### config.mk
export PLATFORM = sky130hd
export DESIGN_NAME = rtcd_control
export DESIGN_NICKNAME = d
export VERILOG_FILES = /design/src/rtcd_pkg.sv /design/src/rtcd_control.sv
export SDC_FILE = /design/constraint.sdc
export NUM_CORES = 1
export LEC_CHECK = 0
export BUFFER_PORTS_ARGS = -buffer_cell sky130_fd_sc_hd__buf_2
export CAP_MARGIN = 20
export CELL_PAD_IN_SITES_DETAIL_PLACEMENT = 0
export CELL_PAD_IN_SITES_GLOBAL_PLACEMENT = 1
export CORE_UTILIZATION = 45
export DETAILED_ROUTE_END_ITERATION = 8
export PLACE_DENSITY_LB_ADDON = 0.1
export SLEW_MARGIN = 0
export SYNTH_ARGS = -nofsm -noshare
export SYNTH_HDL_FRONTEND = slang
export SYNTH_SLANG_ARGS = --single-unit
### constraint.sdc
create_clock -name clock -period 2.1 [get_ports clock]
set_input_delay 0.21 -clock clock [delete_from_list [all_inputs] [get_ports clock]]
set_output_delay 0.21 -clock clock [all_outputs]
set_load 0.02 [all_outputs]
### src/rtcd_pkg.sv
// rtcd_pkg: register map, field layout, reset values and carrier types
// for the compensation control and daylight adjustment block.
// assumes one clock domain; time inputs arrive from the calendar counters.
package rtcd_pkg;
	// register offsets
	localparam logic [7:0] ADDR_INIT_TRIM = 8'h0B;
	localparam logic [7:0] ADDR_CURVATURE = 8'h0C;
	localparam logic [7:0] ADDR_COMP = 8'h0D;
	localparam logic [7:0] ADDR_FWD_MONTH = 8'h15;
	localparam logic [7:0] ADDR_FWD_WEEK_DAY = 8'h16;
	localparam logic [7:0] ADDR_FWD_DATE = 8'h17;
	localparam logic [7:0] ADDR_FWD_HOUR = 8'h18;
	localparam logic [7:0] ADDR_REV_MONTH = 8'h19;
	localparam logic [7:0] ADDR_REV_WEEK_DAY = 8'h1A;
	localparam logic [7:0] ADDR_REV_DATE = 8'h1B;
	localparam logic [7:0] ADDR_REV_HOUR = 8'h1C;
	localparam logic [7:0] ADDR_STATUS = 8'h1D;

	// field positions
	localparam int TRIM_W = 5;
	localparam int COMP_TSE_BIT = 7;
	localparam int COMP_BATT_HI = 6;
	localparam int COMP_BATT_LO = 5;
	localparam int MONTH_ENABLE_BIT = 7;
	localparam int WD_SELECT_BIT = 6;
	localparam int WD_WEEK_HI = 5;
	localparam int WD_WEEK_LO = 3;
	localparam int WD_DAY_HI = 2;
	localparam int HOUR_MSB = 5;
	localparam int STATUS_FWD_DONE_BIT = 0;
	localparam logic [2:0] WEEK_LAST = 3'h7;

	// reset values
	localparam logic COMP_TSE_RESET = 1'h0;
	localparam logic [1:0] COMP_BATT_RESET = 2'h0;
	localparam logic [TRIM_W-1:0] TRIM_RESET = 5'h00;
	localparam logic [7:0] MOMENT_RESET = 8'h00;

	// timing: correction period in seconds, counted in one-second ticks
	localparam int CORR_PERIOD_S = 60;
	localparam int SEC_TICK_S = 1;
	localparam logic [5:0] CORR_PERIOD_TICKS = 6'(CORR_PERIOD_S / SEC_TICK_S);

	// one programmed daylight moment
	typedef struct packed {
		logic [7:0] month;
		logic [7:0] week_day;
		logic [7:0] date;
		logic [7:0] hour;
	} rtcd_moment_t;

	// present calendar time from the counters
	typedef struct packed {
		logic [7:0] month;
		logic [7:0] date;
		logic [2:0] weekday;
		logic [7:0] hour;
		logic last_week;
	} rtcd_now_t;

	typedef enum logic [1:0] {
		ST_STANDARD = 2'b01,
		ST_DAYLIGHT = 2'b10
	} rtcd_state_t;
endpackage : rtcd_pkg

### src/rtcd_control.sv
// rtcd_control: oscillator compensation control and daylight adjustment.
// assumes a plain register port, calendar counters on the same clock that
// give one-second and hour-start ticks, and a main supply sense pin.
// Behaviour
// - five-bit trim sits in low bits of 0Dh, loaded at power-up.
// - writes to 0Dh never change the stored trim.
// - enable set and main supply present: correction every 60 seconds.
// - bits 6:5 of 0Dh select battery-mode compensation.
// - write to 0Dh with enable 1 starts a compensation cycle.
// - registers 0Bh and 0Ch are read-only, writes ignored.
// - time moves forward and back at programmed moments every year.
// - forward month at 15h holds BCD month plus adjust enable.
// - week/day registers hold week, weekday and week/day select bit.
// - hour registers hold plain BCD hour, military bit unused.
// - reverse week may be last week of month.
// - forward-done set on forward, cleared by reverse, reset, disable.
//
// Chosen here: the plain strobed port.
`timescale 1ns/1ps

module rtcd_control (
	input wire logic clock, // 200 MHz
	input wire logic reset_n, // asynchronous, active low
	input wire logic clk_en, // freezes all state while low
	input wire logic [7:0] bus_addr, // register address
	input wire logic [7:0] bus_wdata, // write data
	input wire logic bus_wr, // write strobe
	input wire logic bus_rd, // read strobe
	output logic [7:0] bus_rdata, // read data, cycle after strobe
	input wire logic [rtcd_pkg::TRIM_W-1:0] trim_strap, // trim at power-up
	input wire logic [7:0] init_trim_in, // initial trim value source
	input wire logic [7:0] curvature_in, // curvature coefficient source
	input wire logic supply_present_pin, // main supply sense, async
	input wire logic sec_tick, // one-second pulse
	input wire logic hour_tick, // pulse when a new hour starts
	input wire rtcd_pkg::rtcd_now_t now, // present calendar time
	input wire logic temp_changed, // temperature moved since last
	output logic comp_enable, // temperature sense enable
	output logic [1:0] batt_comp_mode, // battery-mode compensation
	output logic comp_cycle_start, // compensation cycle pulse
	output logic corr_load, // load analog/digital trim correction
	output logic time_forward, // advance time one hour pulse
	output logic time_back, // set time back one hour pulse
	output logic daylight_forward_done // forward adjustment done flag
);
	import rtcd_pkg::*;

	logic [TRIM_W-1:0] trim;
	logic trim_loaded;
	logic sup_s1, sup_s2, sup_s3, supply_ok;
	logic [5:0] sec_cnt;
	logic period_hit;
	logic comp_wr_start;
	rtcd_moment_t fwd, rev;
	rtcd_state_t state;
	logic daylight_adjust_enable;
	logic fwd_match, rev_match;

	function automatic logic [5:0] bcd2bin(input logic [7:0] bcd);
		logic [5:0] tens;
		tens = {2'h0, bcd[7:4]};
		bcd2bin = tens * 6'h0A + {2'h0, bcd[3:0]};
	endfunction : bcd2bin

	function automatic logic [2:0] week_of(input logic [7:0] date);
		logic [5:0] day;
		day = bcd2bin(date);
		week_of = 3'((day - 6'h01) / 6'h07 + 6'h01);
	endfunction : week_of

	function automatic logic moment_hit(input rtcd_moment_t m,
			input rtcd_now_t n);
		logic [2:0] wk;
		logic day_ok;
		wk = m.week_day[WD_WEEK_HI:WD_WEEK_LO];
		if (m.week_day[WD_SELECT_BIT]) begin
			day_ok = (m.week_day[WD_DAY_HI:0] == n.weekday) &&
				((wk == WEEK_LAST) ? n.last_week :
				(wk == week_of(n.date)));
		end else begin
			day_ok = (m.date == n.date);
		end
		// enable bit masked from month, military bit from hour
		moment_hit = (m.month[4:0] == n.month[4:0]) &&
			(m.hour[HOUR_MSB:0] == n.hour[HOUR_MSB:0]) && day_ok;
	endfunction : moment_hit

	function automatic logic addr_wr(input logic [7:0] a, input logic [7:0] t,
			input logic wr);
		addr_wr = wr && (a == t);
	endfunction : addr_wr

	// main supply sense: three stages, change once stages two and three agree
	always_ff @(posedge clock or negedge reset_n) begin
		if (!reset_n) begin
			sup_s1 <= 1'b0;
			sup_s2 <= 1'b0;
			sup_s3 <= 1'b0;
			supply_ok <= 1'b0;
		end else if (clk_en) begin
			sup_s1 <= supply_present_pin;
			sup_s2 <= sup_s1;
			sup_s3 <= sup_s2;
			if (sup_s2 == sup_s3) begin
				supply_ok <= sup_s3;
			end
		end
	end

	// trim caught once after reset release, never written by the bus
	always_ff @(posedge clock or negedge reset_n) begin
		if (!reset_n) begin
			trim <= TRIM_RESET;
			trim_loaded <= 1'b0;
		end else if (clk_en && !trim_loaded) begin
			trim <= trim_strap;
			trim_loaded <= 1'b1;
		end
	end

	// compensation control bits; trim field of the write is dropped
	always_ff @(posedge clock or negedge reset_n) begin
		if (!reset_n) begin
			comp_enable <= COMP_TSE_RESET;
			batt_comp_mode <= COMP_BATT_RESET;
		end else if (clk_en && addr_wr(bus_addr, ADDR_COMP, bus_wr)) begin
			comp_enable <= bus_wdata[COMP_TSE_BIT];
			batt_comp_mode <= bus_wdata[COMP_BATT_HI:COMP_BATT_LO];
		end
	end

	assign comp_wr_start = addr_wr(bus_addr, ADDR_COMP, bus_wr) &&
		bus_wdata[COMP_TSE_BIT];
	assign period_hit = comp_enable && supply_ok && sec_tick &&
		(sec_cnt == CORR_PERIOD_TICKS - 6'h01);

	// seconds counted only while correction is armed
	always_ff @(posedge clock or negedge reset_n) begin
		if (!reset_n) begin
			sec_cnt <= 6'h00;
		end else if (clk_en) begin
			if (!comp_enable || !supply_ok) begin
				sec_cnt <= 6'h00;
			end else if (sec_tick) begin
				sec_cnt <= period_hit ? 6'h00 : sec_cnt + 6'h01;
			end
		end
	end

	always_ff @(posedge clock or negedge reset_n) begin
		if (!reset_n) begin
			comp_cycle_start <= 1'b0;
			corr_load <= 1'b0;
		end else if (clk_en) begin
			comp_cycle_start <= comp_wr_start || period_hit;
			corr_load <= (comp_wr_start || period_hit) && temp_changed;
		end
	end

	// daylight moment registers
	always_ff @(posedge clock or negedge reset_n) begin
		if (!reset_n) begin
			fwd <= '{MOMENT_RESET, MOMENT_RESET, MOMENT_RESET, MOMENT_RESET};
			rev <= '{MOMENT_RESET, MOMENT_RESET, MOMENT_RESET, MOMENT_RESET};
		end else if (clk_en && bus_wr) begin
			case (bus_addr)
				ADDR_FWD_MONTH: begin
					fwd.month <= bus_wdata;
				end
				ADDR_FWD_WEEK_DAY: begin
					fwd.week_day <= bus_wdata;
				end
				ADDR_FWD_DATE: begin
					fwd.date <= bus_wdata;
				end
				ADDR_FWD_HOUR: begin
					fwd.hour <= bus_wdata;
				end
				ADDR_REV_MONTH: begin
					rev.month <= bus_wdata;
				end
				ADDR_REV_WEEK_DAY: begin
					rev.week_day <= bus_wdata;
				end
				ADDR_REV_DATE: begin
					rev.date <= bus_wdata;
				end
				ADDR_REV_HOUR: begin
					rev.hour <= bus_wdata;
				end
				default: begin
					// 0Bh, 0Ch and unmapped writes are dropped
				end
			endcase
		end
	end

	assign daylight_adjust_enable = fwd.month[MONTH_ENABLE_BIT];
	assign fwd_match = hour_tick && moment_hit(fwd, now);
	assign rev_match = hour_tick && moment_hit(rev, now);

	// forward only from standard time, reverse only from daylight time,
	// so the repeated hour after setting back cannot retrigger
	always_ff @(posedge clock or negedge reset_n) begin
		if (!reset_n) begin
			state <= ST_STANDARD;
			time_forward <= 1'b0;
			time_back <= 1'b0;
		end else if (clk_en) begin
			time_forward <= 1'b0;
			time_back <= 1'b0;
			if (!daylight_adjust_enable) begin
				state <= ST_STANDARD;
			end else begin
				case (state)
					ST_STANDARD: begin
						if (fwd_match) begin
							state <= ST_DAYLIGHT;
							time_forward <= 1'b1;
						end
					end
					ST_DAYLIGHT: begin
						if (rev_match) begin
							state <= ST_STANDARD;
							time_back <= 1'b1;
						end
					end
					default: begin
						state <= ST_STANDARD;
					end
				endcase
			end
		end
	end

	assign daylight_forward_done = (state == ST_DAYLIGHT);

	// read port: data only in the cycle after the strobe
	always_ff @(posedge clock or negedge reset_n) begin
		if (!reset_n) begin
			bus_rdata <= 8'h00;
		end else if (clk_en) begin
			bus_rdata <= 8'h00;
			if (bus_rd) begin
				case (bus_addr)
					ADDR_INIT_TRIM: bus_rdata <= init_trim_in;
					ADDR_CURVATURE: bus_rdata <= curvature_in;
					ADDR_COMP: bus_rdata <= {comp_enable, batt_comp_mode,
						trim};
					ADDR_FWD_MONTH: bus_rdata <= fwd.month;
					ADDR_FWD_WEEK_DAY: bus_rdata <= fwd.week_day;
					ADDR_FWD_DATE: bus_rdata <= fwd.date;
					ADDR_FWD_HOUR: bus_rdata <= fwd.hour;
					ADDR_REV_MONTH: bus_rdata <= rev.month;
					ADDR_REV_WEEK_DAY: bus_rdata <= rev.week_day;
					ADDR_REV_DATE: bus_rdata <= rev.date;
					ADDR_REV_HOUR: bus_rdata <= rev.hour;
					ADDR_STATUS: bus_rdata <= 8'(daylight_forward_done) <<
						STATUS_FWD_DONE_BIT;
					default: bus_rdata <= 8'h00;
				endcase
			end
		end
	end

	property p_trim_loaded;
		@(posedge clock) disable iff (!reset_n)
		$rose(trim_loaded) |-> trim == $past(trim_strap);
	endproperty
	a_trim_loaded: assert property (p_trim_loaded)
		else $error("trim not taken from strap");

	property p_trim_locked;
		@(posedge clock) disable iff (!reset_n)
		trim_loaded && bus_wr && bus_addr == ADDR_COMP |=> $stable(trim);
	endproperty
	a_trim_locked: assert property (p_trim_locked)
		else $error("trim changed by a write");

	property p_period_bound;
		@(posedge clock) disable iff (!reset_n)
		sec_cnt < CORR_PERIOD_TICKS;
	endproperty
	a_period_bound: assert property (p_period_bound)
		else $error("second count passed the period");

	property p_cycle_needs_enable;
		@(posedge clock) disable iff (!reset_n)
		$past(clk_en) && comp_cycle_start |->
			comp_enable || $past(comp_enable);
	endproperty
	a_cycle_needs_enable: assert property (p_cycle_needs_enable)
		else $error("compensation cycle while disabled");

	property p_batt_mode;
		@(posedge clock) disable iff (!reset_n)
		clk_en && bus_wr && bus_addr == ADDR_COMP |=>
			batt_comp_mode == $past(bus_wdata[6:5]);
	endproperty
	a_batt_mode: assert property (p_batt_mode)
		else $error("battery mode not written");

	property p_write_start;
		@(posedge clock) disable iff (!reset_n)
		clk_en && bus_wr && bus_addr == ADDR_COMP && bus_wdata[7] |=>
			comp_cycle_start && corr_load == $past(temp_changed);
	endproperty
	a_write_start: assert property (p_write_start)
		else $error("write with enable did not start a cycle");

	property p_ro_read;
		@(posedge clock) disable iff (!reset_n)
		clk_en && bus_rd && bus_addr == ADDR_INIT_TRIM |=>
			bus_rdata == $past(init_trim_in);
	endproperty
	a_ro_read: assert property (p_ro_read)
		else $error("initial trim read wrong");

	property p_forward_sets;
		@(posedge clock) disable iff (!reset_n)
		time_forward |-> daylight_forward_done && !time_back;
	endproperty
	a_forward_sets: assert property (p_forward_sets)
		else $error("forward without done flag");

	property p_back_clears;
		@(posedge clock) disable iff (!reset_n)
		$past(clk_en) && time_back |->
			!daylight_forward_done && $past(daylight_forward_done);
	endproperty
	a_back_clears: assert property (p_back_clears)
		else $error("reverse did not clear done flag");

	property p_disabled_quiet;
		@(posedge clock) disable iff (!reset_n)
		clk_en && !daylight_adjust_enable |=>
			!time_forward && !time_back && !daylight_forward_done;
	endproperty
	a_disabled_quiet: assert property (p_disabled_quiet)
		else $error("adjustment while disabled");

	property p_forward_match;
		@(posedge clock) disable iff (!reset_n)
		$past(clk_en) && time_forward |->
			$past(fwd_match) && $past(daylight_adjust_enable);
	endproperty
	a_forward_match: assert property (p_forward_match)
		else $error("time moved forward with no programmed moment");

	property p_back_match;
		@(posedge clock) disable iff (!reset_n)
		$past(clk_en) && time_back |->
			$past(rev_match) && $past(daylight_adjust_enable);
	endproperty
	a_back_match: assert property (p_back_match)
		else $error("time set back with no programmed moment");
endmodule : rtcd_control

# [Yosys cells after proc, flatten, opt, wreduce, memory -nomap -nowiden]
# Cells that the tools add are included.
[word_totals] register_bits=97 latch_bits=0 mem_bits_rw=0 romBits=0 in_bits=74 output_inout_bits=16 word_cells=112 n_memories=0
[classes] addsub=4 mul=1 div=1 magnitude_cmp=0 eq_ne=30 n_shift=0 n_mux=19 bitwise_logic=0 n_reduce_logical=34
[ops] operator="$pmux 8 s12" n=1
[ops] operator="$eq 8x5->1 const B" n=9
[ops] operator="$eq 8x4->1 const B" n=3
[ops] operator="$reduce_and 2->1" n=10
[ops] operator="$mux 6" n=3
[ops] operator="$logic_and 1x1->1" n=17
[ops] operator="$eq 8x8->1" n=2
[ops] operator="$eq 3x3->1" n=4
[ops] operator="$eq 6x6->1" n=2
[ops] operator="$eq 5x5->1" n=2
[ops] operator="$mux 1" n=10
[ops] operator="$mux 8" n=1
[ops] operator="$add 6x1->6 const B" n=1
[ops] operator="$add 6x4->6" n=1
[ops] operator="$div 6x3->6 const B" n=1
[ops] operator="$eq 3x3->1 const B" n=2
[ops] operator="$eq 6x6->1 const B" n=1
[ops] operator="$mux 2" n=3
[ops] operator="$sub 6x1->6 const B" n=1
[ops] operator="$mul 4x3->5 const B" n=1
[ops] operator="$pmux 2 s2" n=1
[ops] operator="$add 3x1->3 const B" n=1
[ops] operator="$logic_not 1->1" n=3
[ops] operator="$ne 3x2->1 const B" n=1
[ops] operator="other kinds (7)" n=8

# [Longest topological paths before layout]
# Gate-level depths: netlist of run 1.
[logic_depth] depth_word=14 ltp_mapped=32 depth_no_buf=30

# [Worst setup path before layout of run 1]
# No wires, ideal clock.
[synth_timing] path_kind="input to register" start="in now[13] (netlist bit)" end="reg time_forward" setup_ns=0.118 t_arrival_ns=5.685 setup_slack_ns=-3.703 stages=31 n_path_buf=2 cell_sequence="inv_1 -> ha_1 -> inv_1 -> ha_1 -> inv_1 -> fa_1 -> xor2_1 -> inv_1 -> ha_1 -> clkbuf_2 -> inv_1 -> o32ai_1 -> o32a_2 -> o21ai_1 -> nand2_1 -> o21ai_0 -> ha_1 -> nand2_1 -> nor4b_1 -> nor3_1 -> o221a_1 -> o32ai_4 -> nand2_4 -> ha_1 -> buf_4 -> and2_1 -> and3_1 -> a2111oi_2 -> a31oi_1 -> o2111a_1 -> a21o_1"
[synth_via] elab_chain_cells=13 word_cells_on_any_way=14 classes_between="add/sub (3); div (1); eq/ne (2); mux (5); reduce/logical (3)"
[synth_lines] element="from (decl)" line_no="rtcd_control.sv:36" rtl="input wire rtcd_pkg::rtcd_now_t now,"
[synth_lines] element="$add 6x4->6" line_no="rtcd_control.sv:62" rtl="bcd2bin = tens * 6'h0A + {2'h0, bcd[3:0]};"
[synth_lines] element="$sub 6x1->6" line_no="rtcd_control.sv:68" rtl="week_of = 3'((day - 6'h01) / 6'h07 + 6'h01);"
[synth_lines] element="$div 6x3->6" line_no="rtcd_control.sv:68"
[synth_lines] element="$add 3x1->3" line_no="rtcd_control.sv:68"
[synth_lines] element="$eq 3x3->1" line_no="rtcd_control.sv:79" rtl="(wk == week_of(n.date)));"
[synth_lines] element="$mux 1" line_no="rtcd_control.sv:78" rtl="((wk == WEEK_LAST) ? n.last_week :"
[synth_lines] element="$logic_and 1x1->1" line_no="rtcd_control.sv:77" rtl="day_ok = (m.week_day[WD_DAY_HI:0] == n.weekday) &&"
[synth_lines] element="$mux 1 (*)" line_no="rtcd_control.sv:76" rtl="if (m.week_day[WD_SELECT_BIT]) begin"
[synth_lines] element="$logic_and 1x1->1 (*)" line_no="rtcd_control.sv:85" rtl="(m.hour[HOUR_MSB:0] == n.hour[HOUR_MSB:0]) && day_ok;"
[synth_lines] element="$logic_and 1x1->1 (*)" line_no="rtcd_control.sv:199" rtl="assign fwd_match = hour_tick && moment_hit(fwd, now);"
[synth_lines] element="$mux 1 (*)" line_no="rtcd_control.sv:217" rtl="if (fwd_match) begin"
[synth_lines] element="$mux 1 (*)" line_no="rtcd_control.sv:215" rtl="case (state)"
[synth_lines] element="$mux 1 (*)" line_no="rtcd_control.sv:212" rtl="if (!daylight_adjust_enable) begin"
[synth_lines] element="to (signal assigned)" line_no="rtcd_control.sv:207" rtl="time_forward <= 1'b0;"
[synth_lines] element="to (signal assigned)" line_no="rtcd_control.sv:210" rtl="time_forward <= 1'b0;"
[synth_lines] element="to (signal assigned)" line_no="rtcd_control.sv:219" rtl="time_forward <= 1'b1;"
[synth_lines] element="to (decl)" line_no="rtcd_control.sv:42" rtl="output logic time_forward,"
# Mark *: on every way between the ends. The rest lies on a longest branch, timed or not.
# A chain may end at the register's enable or synchronous reset.

# [Worst setup path after layout of run 1]
[layout_timing] start="in now[16] (netlist bit)" end="reg time_forward"
[layout_via] elab_chain_cells=14 word_cells_on_any_way=15 classes_between="add/sub (3); mul (1); div (1); eq/ne (2); mux (5); reduce/logical (3)"
[layout_lines] element="$mul 4x3->5" line_no="rtcd_control.sv:62"
[layout_lines] element="$add 6x4->6" line_no="rtcd_control.sv:62"
[layout_lines] element="$sub 6x1->6" line_no="rtcd_control.sv:68"
[layout_lines] element="$div 6x3->6" line_no="rtcd_control.sv:68"
[layout_lines] element="$add 3x1->3" line_no="rtcd_control.sv:68"
[layout_lines] element="$eq 3x3->1" line_no="rtcd_control.sv:79"
[layout_lines] element="$mux 1" line_no="rtcd_control.sv:78"
[layout_lines] element="$logic_and 1x1->1" line_no="rtcd_control.sv:77"
[layout_lines] element="$mux 1 (*)" line_no="rtcd_control.sv:76"
[layout_lines] element="$logic_and 1x1->1 (*)" line_no="rtcd_control.sv:85"
[layout_lines] element="$logic_and 1x1->1 (*)" line_no="rtcd_control.sv:199"
[layout_lines] element="$mux 1 (*)" line_no="rtcd_control.sv:217"
[layout_lines] element="$mux 1 (*)" line_no="rtcd_control.sv:215"
[layout_lines] element="$mux 1 (*)" line_no="rtcd_control.sv:212"
# Marks and branches as above.

==> impl_results.md, run 1 <==
* Syn nets at 654
* Largest net degree at the start of global routing at 37
* Final worst setup slack at -2.87 ns
* Routed WL at 18,400 um
* Placer's final routability congestion estimate at 0.866
* WS Path Type: in2reg
* Vias per cell at 5.85
* Worst flop-to-flop path startpoint: rev[28]
* Max Buffers Root-to-Sink at 2
* Initial antenna violation count at 0
* Routed length per instance at 20.3 um
* Max VDD drop at 0.663 mV
* Drt pass-1 iters at 8
* Setup TNS at -11.19 ns
* Ratio of final minimum period to clock period at 237%
* WP data arrival at 5.20 ns
* Fmax at 0.201 GHz
* Fraction of registers with async set/reset at 100%
* Multi-input logic area at 0.00374 mm^2
* RSZ-0062 raised after global routing: yes
* Final ANT Viol Nets at 0
* Cts bufs inserted at 9
* Failing checks: setup timing
* Remaining routing DRC violations at 0
* Critical path startpoint: now[16]
* Cell Area, Placed at 0.00750 mm^2
* H-tree levels at 3
* Seq/Total Area, Yosys at 40.4%
* Sink Count at 97
* Clk pin slew, worst setup/hold paths at 0.07 ns
* Worst setup path endpoint: time_forward
* DRT iter0 DRCs at 394
* CP required at 2.33 ns
* Synth top cells by count: 96 x dfrtp_1, 81 x mux2_2, 33 x nor2_1
* Netlist Area Pre-Place at 0.00601 mm^2
* HPWL after detailed placement at 14,400 um
* Total Power at 6.97 mW
* Clock Latency Late Sink at 0.35 ns
* Worst R2R End: state[1]
* Max_cap viols at 0
* Via count at 5,319
* # IOs at 90
* Layout area overhead at 32.9%
* Critical path endpoint category: flop
* Final Skew at 0.00839 ns
* Count leader, synth: dfrtp_1
* Die X at 118 um
* Num rows at 41
* CP startpoint kind: input port
* Area leader, netlist: dfrtp_1
* Final hold violation count at 0
* Die ar. at 0.0138 mm^2
* GR Overflow Total at 0
* Top cells by area, synth: dfrtp_1 40%, mux2_2 15%, xnor2_1 4.5%
* Finished Core Util at 62.3%
* Slowest stage cell, crit path: o32ai_4
* Dominant synthesized flop cell: dfrtp_1
* Tmin final at 4.97 ns
* Cells after Synth at 563
* Vias in the first global route at 5,394
* Pwr/cell area at 872 mW/mm^2
* DIE HEIGHT at 118 um
* GRT Total Usage at 27.8%
* Worst Hold Class: in2reg
* Yosys warns at 0
* CP most frequent cell: ha_4
* Worst path max stage delay at 0.33 ns
* Register area at 0.00243 mm^2
* Mapped Avg Cell Area at 10.7 um^2
* First-pass GRT wire length at 29,500 um
* Initial Util at 46.9%
* Antenna Cells at 0
* Post-synth top area share at 40.0%
* Worst Tran Pin Value at 0.504 ns
* TritonCTS clock tree: yes
* Fin. max-slew vios at 0
* Post-synth EDFFs at 0
* Clk root buf: clkbuf_16
* P_leak at 3.71 nW
* Critical path fanouts, max at 6
* FILL cells at 1,087
* Port Buf Inserts at 84
* FF-to-FF path depth at 8
* Yosys reg bits at 97
* Flop2flop setup slack at -0.27 ns
* Final setup viols at 4
* Nets at 823
* Fraction of layout cells with a size suffix above 1 at 46.1%
* Synth cell types at 72
* Outcome: complete, but fails checks
* Core ar. at 0.0128 mm^2
* Final Cell Area at 0.00799 mm^2
* Slew margin rel. at 66.3%
[layout make-up]
class / count / share of cell area [%]
clock buffer: 9 / 2.82
clock inverter: 7 / 1.02
inverter: 26 / 1.25
multi-input combinational: 419 / 46.8
sequential: 97 / 30.4
tap: 172 / 2.69
timing repair buffer: 179 / 15.0
[worst max-delay path, delay by kind of cell]
kind / cells / cell delay, ns
AND/OR/NAND/NOR: 8 / 1.13
adder cells (fa/ha/maj): 6 / 1.36
buffers and inverters: 4 / 0.22
AO/OA/AOI/OAI: 10 / 2.07
XOR/XNOR: 1 / 0.19
[repair_timing]
item	CTS	global route
hold buffers	1	0
gates resized for setup	13	9
setup endpoints to repair	4	4
pin swaps	22	3
setup buffers	5	0
endpoints found under the hold margin	33	0
[placed cells by master, fill, tap and decap left out, types with 3 or more instances in the layout]
| master | instances |
|---|---|
| a21o_1 | 7 |
| a21oi_1 | 8 |
| a221oi_1 | 9 |
| a222oi_1 | 5 |
| a22oi_1 | 18 |
| a31oi_1 | 6 |
| and3_1 | 7 |
| buf_12 | 3 |
| buf_2 | 81 |
| buf_4 | 90 |
| buf_6 | 4 |
| clkbuf_16 | 9 |
| dfrtp_1 | 96 |
| ha_1 | 5 |
| ha_4 | 10 |
| inv_1 | 19 |
| inv_2 | 6 |
| inv_6 | 4 |
| mux2_2 | 81 |
| nand2_1 | 31 |
| nand2b_1 | 3 |
| nand3_1 | 14 |
| nand3_2 | 3 |
| nand3b_1 | 5 |
| nand4_1 | 13 |
| nor2_1 | 31 |
| nor3_1 | 3 |
| nor3_2 | 3 |
| nor4_1 | 7 |
| nor4b_1 | 5 |
| o21ai_0 | 21 |
| o2bb2ai_1 | 6 |
| xnor2_1 | 31 |
| xnor2_2 | 3 |
| xor2_1 | 18 |
[registers in the layout, summed over array words and instances, names as in the netlist, 2 cells and up]
signal,count
sec_cnt,6
rev,32
fwd,31
trim,5
state,2
batt_comp_mode,2
bus_rdata,8
[per-layer routing]
| metal | up-vias | share of wire, % | global-route usage [%] |
|---|---|---|---|
| met2 | 193 | 48 | 45.9 |
| met4 | 0 | 2.2 | 7.85 |
| met5 | - | 0 | 0 |
| li1 | 2438 | - | - |
| met1 | 2654 | 44 | 37.4 |
| met3 | 34 | 5.4 | 4.80 |
[where the power goes]
group	switching (mW)	total [mW]	internal (mW)
clock network	0.763	1.71	0.947
registers	0.0628	1.99	1.93
logic	1.57	3.26	1.69
[logic make-up (layout without fill, tap and decap cells)]
logic type               after synthesis  in the layout  share of synthesized area [%]
AO/OA/AOI/OAI                        111            111                           14.1
flip-flops                            97             97                           40.4
AND/OR/NAND/NOR                      152            152                           13.7
adder cells (fa/ha/maj)               17             17                           3.66
XOR/XNOR                              56             56                           9.16
multiplexers                          83             83                           15.7
buffers and inverters                 47            221                           3.29
[metrics by stage]
stage          instances  setup WS (ns)  hold WS, ns
2_1_floorplan        563          -3.33      -0.0856
3_3_place_gp         887          -3.23        0.201
3_5_place_dp         887          -3.41        0.203
4_1_cts              909          -2.80       0.0780
5_1_grt              909          -3.10       0.0836
6_report             909          -2.87       0.0876
[worst min path at each step]
stage / depth (start not counted) / from / slack [ns] / end
after detailed placement: 1 / reset_n / 0.20 / rev[4]
after global routing: 2 / trim_strap[0] / 0.08 / trim[0]
after floorplan: 0 / reset_n / -0.09 / batt_comp_mode[0]
after global placement: 1 / reset_n / 0.20 / rev[18]
after CTS: 2 / trim_strap[1] / 0.08 / trim[1]
final: 2 / trim_strap[1] / 0.09 / trim[1]
(Power assumes the default switching activity.)
==> inputs of run 2 (changes only) <==
--- a/config.mk
+++ b/config.mk
@@ -12,6 +12,7 @@
 export CORE_UTILIZATION = 45
 export DETAILED_ROUTE_END_ITERATION = 8
 export PLACE_DENSITY_LB_ADDON = 0.1
+export RECOVER_POWER = 25
 export SLEW_MARGIN = 0
 export SYNTH_ARGS = -nofsm -noshare
 export SYNTH_HDL_FRONTEND = slang
==> run 2 against run 1 <==
The run still ends with setup timing left. Wire length barely moved. Die area did not move. Cell area fell by 0.33%. Cell count did not move. Total power fell by 0.11%. Hold slack got worse by 0.0014 ns. Register-to-register slack barely moved. Non-clock buffer count did not move. Sequential share of layout area rose by 0.10 points. Sequential power barely moved. Critical path type unchanged.
==> impl_results.md, run 2 (synthesis results as in run 1) <==
* CP required at 2.34 ns (about the same)
* Final ANT Viol Nets at 0 (unchanged)
* Core ar. at 0.0128 mm^2 (unchanged)
* TritonCTS clock tree: yes
* GRT Total Usage at 27.8% (unchanged)
* Drt pass-1 iters at 6 (-2)
* Net Switching at 2.39 mW (about the same)
* Slowest stage cell, crit path: o32ai_4
* Outcome: complete, but fails checks
* Port Buf Inserts at 84 (unchanged)
* Die ar. at 0.0138 mm^2 (unchanged)
* Routed length per instance at 20.3 um (about the same)
* Clock power share at 24.6% (about the same)
* Vias in the first global route at 5,394 (unchanged)
* Worst path max stage delay at 0.33 ns (about the same)
* Final hold violation count at 0 (unchanged)
* Num rows at 41 (unchanged)
* Nets at 823 (unchanged)
* DRT iter0 DRCs at 389 (-1.3%)
* P_leak at 3.69 nW (-0.43%)
* Fraction of layout cells with a size suffix above 1 at 45.7% (-0.41 points)
* First-pass GRT wire length at 29,500 um (unchanged)
* CP startpoint kind: input port
* Cts bufs inserted at 9 (unchanged)
* Initial antenna violation count at 0 (unchanged)
* Routed WL at 18,400 um (about the same)
* DIE HEIGHT at 118 um (unchanged)
* Total Power at 6.96 mW (-0.11%)
* Fin. max-slew vios at 0 (unchanged)
* Worst Hold Class: in2reg
* Regs by FF count: rev (32), fwd (31), bus_rdata (8)
* Sw Ratio at 34.4% (about the same)
* Commonest non-fill, non-tap cells in the layout: 96 x dfrtp_1, 87 x buf_4, 81 x mux2_2, 81 x buf_2
* Final setup viols at 4 (unchanged)
* # IOs at 90 (unchanged)
* Minimum hold slack at 0.0863 ns (-0.00136 ns)
* Failing checks: setup timing
* Sink Count at 97 (unchanged)
* Place WS at -3.41 ns (unchanged)
* Remaining routing DRC violations at 0 (unchanged)
* Vias per cell at 5.83 (-0.34%)
* Max reg flops at 32 (unchanged)
* HPWL after detailed placement at 14,400 um (unchanged)
* Reg with most FFs: rev
* Max VDD drop at 0.663 mV (about the same)
* Largest net degree at the start of global routing at 37 (unchanged)
* Antenna Cells at 0 (unchanged)
* Slew margin rel. at 39.6% (-27 points)
* Register share of total power at 28.6% (about the same)
* Clock Latency Late Sink at 0.35 ns (about the same)
* Worst Tran Pin Value at 0.906 ns (+0.402 ns)
* Placer's final routability congestion estimate at 0.866 (unchanged)
* Critical path fanouts, max at 6 (unchanged)
* Initial Util at 46.9% (unchanged)
* CP most frequent cell: ha_4
* Final worst setup slack at -2.86 ns (+0.00660 ns)
* Die X at 118 um (unchanged)
* Combinational power share at 46.8% (about the same)
* Via count at 5,301 (-0.34%)
* Tmin final at 4.96 ns (-0.00660 ns)
* H-tree levels at 3 (unchanged)
* Max Buffers Root-to-Sink at 2 (unchanged)
* RSZ-0062 raised after global routing: yes
* Ratio of final minimum period to clock period at 236% (-0.31 points)
* Max_cap viols at 0 (unchanged)
* WS Path Type: in2reg
* P_int at 4.57 mW (-0.13%)
* Pwr/cell area at 874 mW/mm^2 (+0.22%)
* GR Overflow Total at 0 (unchanged)
* Clk root buf: clkbuf_16
* Layout area overhead at 32.4%
* Critical path endpoint category: flop
* Final Skew at 0.00628 ns (-0.00211 ns)
* Clk pin slew, worst setup/hold paths at 0.07 ns (about the same)
* Fmax at 0.202 GHz (+0.13%)
* WP data arrival at 5.20 ns (about the same)
* Most common cell after layout, fill and taps aside: dfrtp_1
run 2: changes by cell type in the layout (fill, tap and decap cells not counted):
cell,previous run,this run
clkbuf_1,0,3
clkbuf_2,0,1
buf_4,90,87
buf_12,3,2
run 2: metrics by stage:
step | util (%) | cells | TNS, ns | cell area (um^2)
floorplan | - | 563 | -12.95 | 6270
global placement | 58.5 | 887 | -12.73 | 7500
detailed placement | 58.5 | 887 | -13.39 | 7500
CTS | 61.9 | 909 | -10.92 | 7940
global route | 62.1 | 909 | -12.19 | 7960
finish | 62.1 | 909 | -11.17 | 7960
run 2: layout make-up:
cell class,count,area [um^2]
multi-input combinational,419,3740
clock inverter,7,81.3
sequential,97,2430
tap,172,215
clock buffer,9,225
timing repair buffer,179,1170
inverter,26,100
fill,1090,4860
run 2: worst max-delay path: cells and delay by family:
family / cells / cell delay [ns]
buf+inv: 4 / 0.22
fa+ha+maj: 6 / 1.36
xor+xnor: 1 / 0.19
simple gates: 8 / 1.13
compound gates: 10 / 2.07
run 2: worst paths after layout:
kind / startpoint / to / slack (ns) / cells past startpoint
max: now[16] / time_forward / -2.86 / 29
max reg2reg: rev[28] / state[1] / -0.26 / 8
max in group asynchronous: reset_n / time_back / 0.31 / 3
min in group asynchronous: reset_n / rev[18] / 0.51 / 2
min: trim_strap[1] / trim[1] / 0.09 / 2
min reg2reg: trim_loaded / trim_loaded / 0.47 / 1
run 2: timing repair:
item                       CTS  global route
pin swaps                   22             3
hold buffers                 1             0
setup buffers                5             0
setup endpoints to repair    4             4
hold endpoints to repair    33             0
cloned                       0             0
gates resized for setup     13             9
run 2: power by group through the flow:
stage | clock network [mW] | registers, mW | logic (mW)
6_report | 1.71 | 1.99 | 3.26
5_1_grt | 1.80 | 2.00 | 3.52
4_1_cts | 1.74 | 1.99 | 3.15
3_5_place_dp | 0 | 2.03 | 2.87
3_3_place_gp | 0 | 2.03 | 2.78
2_1_floorplan | 0 | 2.01 | 1.72
run 2: per-layer routing:
| layer | track usage, % | wire length, um |
|---|---|---|
| met1 | 37.4 | 8140 |
| met2 | 45.9 | 8900 |
| met3 | 4.80 | 1020 |
| met4 | 7.85 | 369 |
| met5 | 0 | 0 |
==> inputs of run 3 (changes only) <==
--- a/config.mk
+++ b/config.mk
@@ -9,7 +9,8 @@
 export CAP_MARGIN = 20
 export CELL_PAD_IN_SITES_DETAIL_PLACEMENT = 0
 export CELL_PAD_IN_SITES_GLOBAL_PLACEMENT = 1
-export CORE_UTILIZATION = 45
+export CORE_MARGIN = 4
+export CORE_UTILIZATION = 48
 export DETAILED_ROUTE_END_ITERATION = 8
 export PLACE_DENSITY_LB_ADDON = 0.1
 export RECOVER_POWER = 25
==> constraint.sdc (replaced) <==
create_clock -name clock -period 6.01 [get_ports clock]
set_input_delay 0.601 -clock clock [delete_from_list [all_inputs] [get_ports clock]]
set_output_delay 0.601 -clock clock [all_outputs]
set_load 0.02 [all_outputs]
==> run 3 against run 2 <==
The run ends with capacitance limit, slew limit left. Clock skew is 0.0012 ns higher. Total power is 69% lower. Combinational power is 74% lower. Cell area is 9.5% lower. Hold slack better by 0.38 ns. Clock power is 65% lower. Critical path depth is 1 higher. Setup slack better by 3.1 ns. First-iteration DRC count is 9.0% lower. Clock-buffer cell count is 1 higher. Critical path type unchanged.
==> impl_results.md, run 3 (synthesis results as in run 1) <==
* Outcome: complete, but fails checks
* Failing checks: capacitance limit, slew limit
* Initial Util at 49.6% (+2.8 points)
* TritonCTS clock tree: yes
* Slew margin rel. at -71.3% (-110 points)
* Via count at 5,025 (-5.2%)
* Register share of total power at 32.6% (+4.0 points)
* Reg with most FFs: rev
* Clock Latency Late Sink at 0.35 ns (about the same)
* Clk pin slew, worst setup/hold paths at 0.07 ns (about the same)
* Final Skew at 0.00747 ns (+0.00119 ns)
* Worst path max stage delay at 0.35 ns (+0.02 ns)
* P_int at 1.41 mW (-69%)
* Net Switching at 0.730 mW (-70%)
* Max Buffers Root-to-Sink at 2 (unchanged)
* Most common cell after layout, fill and taps aside: dfrtp_1
* Critical path endpoint category: flop
* Tmin final at 5.73 ns
* Nets at 766 (-6.9%)
* Max_cap viols at 1 (+1)
* Worst Tran Pin Value at 2.57 ns (+1.66 ns)
* Combinational power share at 39.7% (-7.1 points)
* Finished Layout Cells at 847 (-6.8%)
* Remaining routing DRC violations at 0 (unchanged)
* # IOs at 90 (unchanged)
* WS Path Type: in2reg
* Die ar. at 0.0144 mm^2 (+4.0%)
* GR Overflow Total at 0 (unchanged)
* Final Cell Area at 0.00720 mm^2 (-9.5%)
* Clock power share at 27.7% (+3.1 points)
* WP data arrival at 5.97 ns (+0.77 ns)
* DRT iter0 DRCs at 354 (-9.0%)
* Ratio of final minimum period to clock period at 95.3%
* Fraction of layout cells with a size suffix above 1 at 36.5% (-9.2 points)
* Regs by FF count: rev (32), fwd (31), bus_rdata (8)
* H-tree levels at 3 (unchanged)
* CP startpoint kind: input port
* Cells after DPL at 832 (-6.2%)
* Port Buf Inserts at 84 (unchanged)
* Antenna Cells at 0 (unchanged)
* Cts bufs inserted at 9 (unchanged)
* Critical path fanouts, max at 6 (unchanged)
* Final ANT Viol Nets at 0 (unchanged)
* Worst Path Buf+Inv at 4 (unchanged)
* Largest net degree at the start of global routing at 52 (+41%)
* Sw Ratio at 34.1% (-0.28 points)
* CP required at 6.25 ns (+3.91 ns)
* Die X at 120 um (+2.0%)
* Clk root buf: clkbuf_16
* Slowest stage cell, crit path: a2111oi_4
* First-pass GRT wire length at 27,100 um (-8.3%)
* Placer's final routability congestion estimate at 0.907 (+4.7%)
* P_leak at 3.34 nW (-9.4%)
* Fmax at 0.175 GHz
* Sink Count at 97 (unchanged)
* Routed length per instance at 20.1 um (-0.92%)
* Final setup viols at 0 (-4)
* Register area at 0.00243 mm^2 (unchanged)
* Layout area overhead at 19.8%
* HPWL after detailed placement at 13,100 um (-8.9%)
* Cell Area, Placed at 0.00689 mm^2 (-8.2%)
* Max reg flops at 32 (unchanged)
* Core ar. at 0.0121 mm^2 (-5.6%)
* Fin. max-slew vios at 48 (+48)
* Vias per cell at 5.93 (+1.7%)
* Final hold violation count at 0 (unchanged)
* FILL cells at 1,069 (-1.9%)
* DIE HEIGHT at 120 um (+2.0%)
* Max VDD drop at 0.198 mV (-70%)
* GRT Total Usage at 24.1% (-3.6 points)
* CP most frequent cell: ha_1
* Commonest non-fill, non-tap cells in the layout: 96 x dfrtp_1, 81 x mux2_2, 81 x buf_2
* Vias in the first global route at 5,143 (-4.7%)
* CP top delay family: compound AO/OA/AOI/OAI gates
* Initial antenna violation count at 0 (unchanged)
* Routed WL at 17,000 um (-7.7%)
* Worst Hold Class: reg2reg
* Drt pass-1 iters at 5 (-1)
* Multi-input logic area at 0.00347 mm^2 (-7.3%)
* Num rows at 40 (-2.4%)
* Pwr/cell area at 297 mW/mm^2 (-66%)
-- run 3: cell types whose count changed in the layout (fill, tap and decap cells not counted), moves of 3 or more --
cell / previous run / this run
inv_6: 4 / 1
inv_2: 6 / 2
buf_4: 87 / 37
inv_1: 19 / 24
ha_1: 5 / 11
ha_4: 10 / 3
buf_6: 4 / 0
nand3_1: 14 / 17
-- run 3: worst register-to-register path, cell delays in order, from the launching register on --
cell	delay (ns)
dfrtp_1	0.40
xnor2_1	0.28
nand4_1	0.12
nor4_1	0.88
nor4b_1	0.75
nor2_1	0.13
a21o_1	0.20
-- run 3: worst paths after layout --
path,cells after the start,endpoint,slack [ns],from
setup / recovery,30,time_forward,0.28,now[16]
hold / removal,1,trim_loaded,0.47,trim_loaded
setup reg to reg,6,state[1],3.15,rev[28]
hold reg to reg,1,trim_loaded,0.47,trim_loaded
max in group asynchronous,2,rev[21],3.20,reset_n
min in group asynchronous,1,sec_cnt[3],1.04,reset_n
-- run 3: repair_timing --
action                                  4_1_cts  5_1_grt
hold buffers                                  0        0
endpoints found under the setup margin        0        3
resized for setup                             0        5
setup buffers                                 0        0
-- run 3: power by group through the flow --
stage	clock [mW]	combinational (mW)	sequential [mW]
floorplan	0	0.515	0.701
global placement	0	0.801	0.707
detailed placement	0	0.832	0.709
global route	0.632	0.940	0.700
CTS	0.605	0.838	0.697
finish	0.593	0.850	0.697
-- run 3: stage by stage --
step / setup slack [ns] / util, % / total power [mW] / setup TNS, ns / hold slack [ns]
CTS: 0.187 / 59.4 / 2.14 / 0 / 0.268
global route: -0.000940 / 59.5 / 2.27 / -0.000940 / 0.488
detailed placement: -0.158 / 56.9 / 1.54 / -0.428 / 0.455
global placement: -0.0368 / 56.9 / 1.51 / -0.0734 / 0.452
finish: 0.281 / 59.5 / 2.14 / 0 / 0.469
floorplan: 0.000781 / - / 1.22 / 0 / 0.305
-- run 3: layer usage --
| layer | track usage [%] | wire, um |
|---|---|---|
| met1 | 31.8 | 7310 |
| met2 | 40.7 | 8450 |
| met3 | 4.01 | 822 |
| met4 | 7.59 | 441 |
| met5 | 0 | 0 |
-- run 3: area by class of cell --
| cell class | count | area share, % |
|---|---|---|
| multi-input combinational | 419 | 48.1 |
| clock buffer | 10 | 3.32 |
| inverter | 26 | 1.35 |
| clock inverter | 5 | 0.886 |
| tap | 168 | 2.92 |
| timing repair buffer | 122 | 9.69 |
| sequential | 97 | 33.7 |
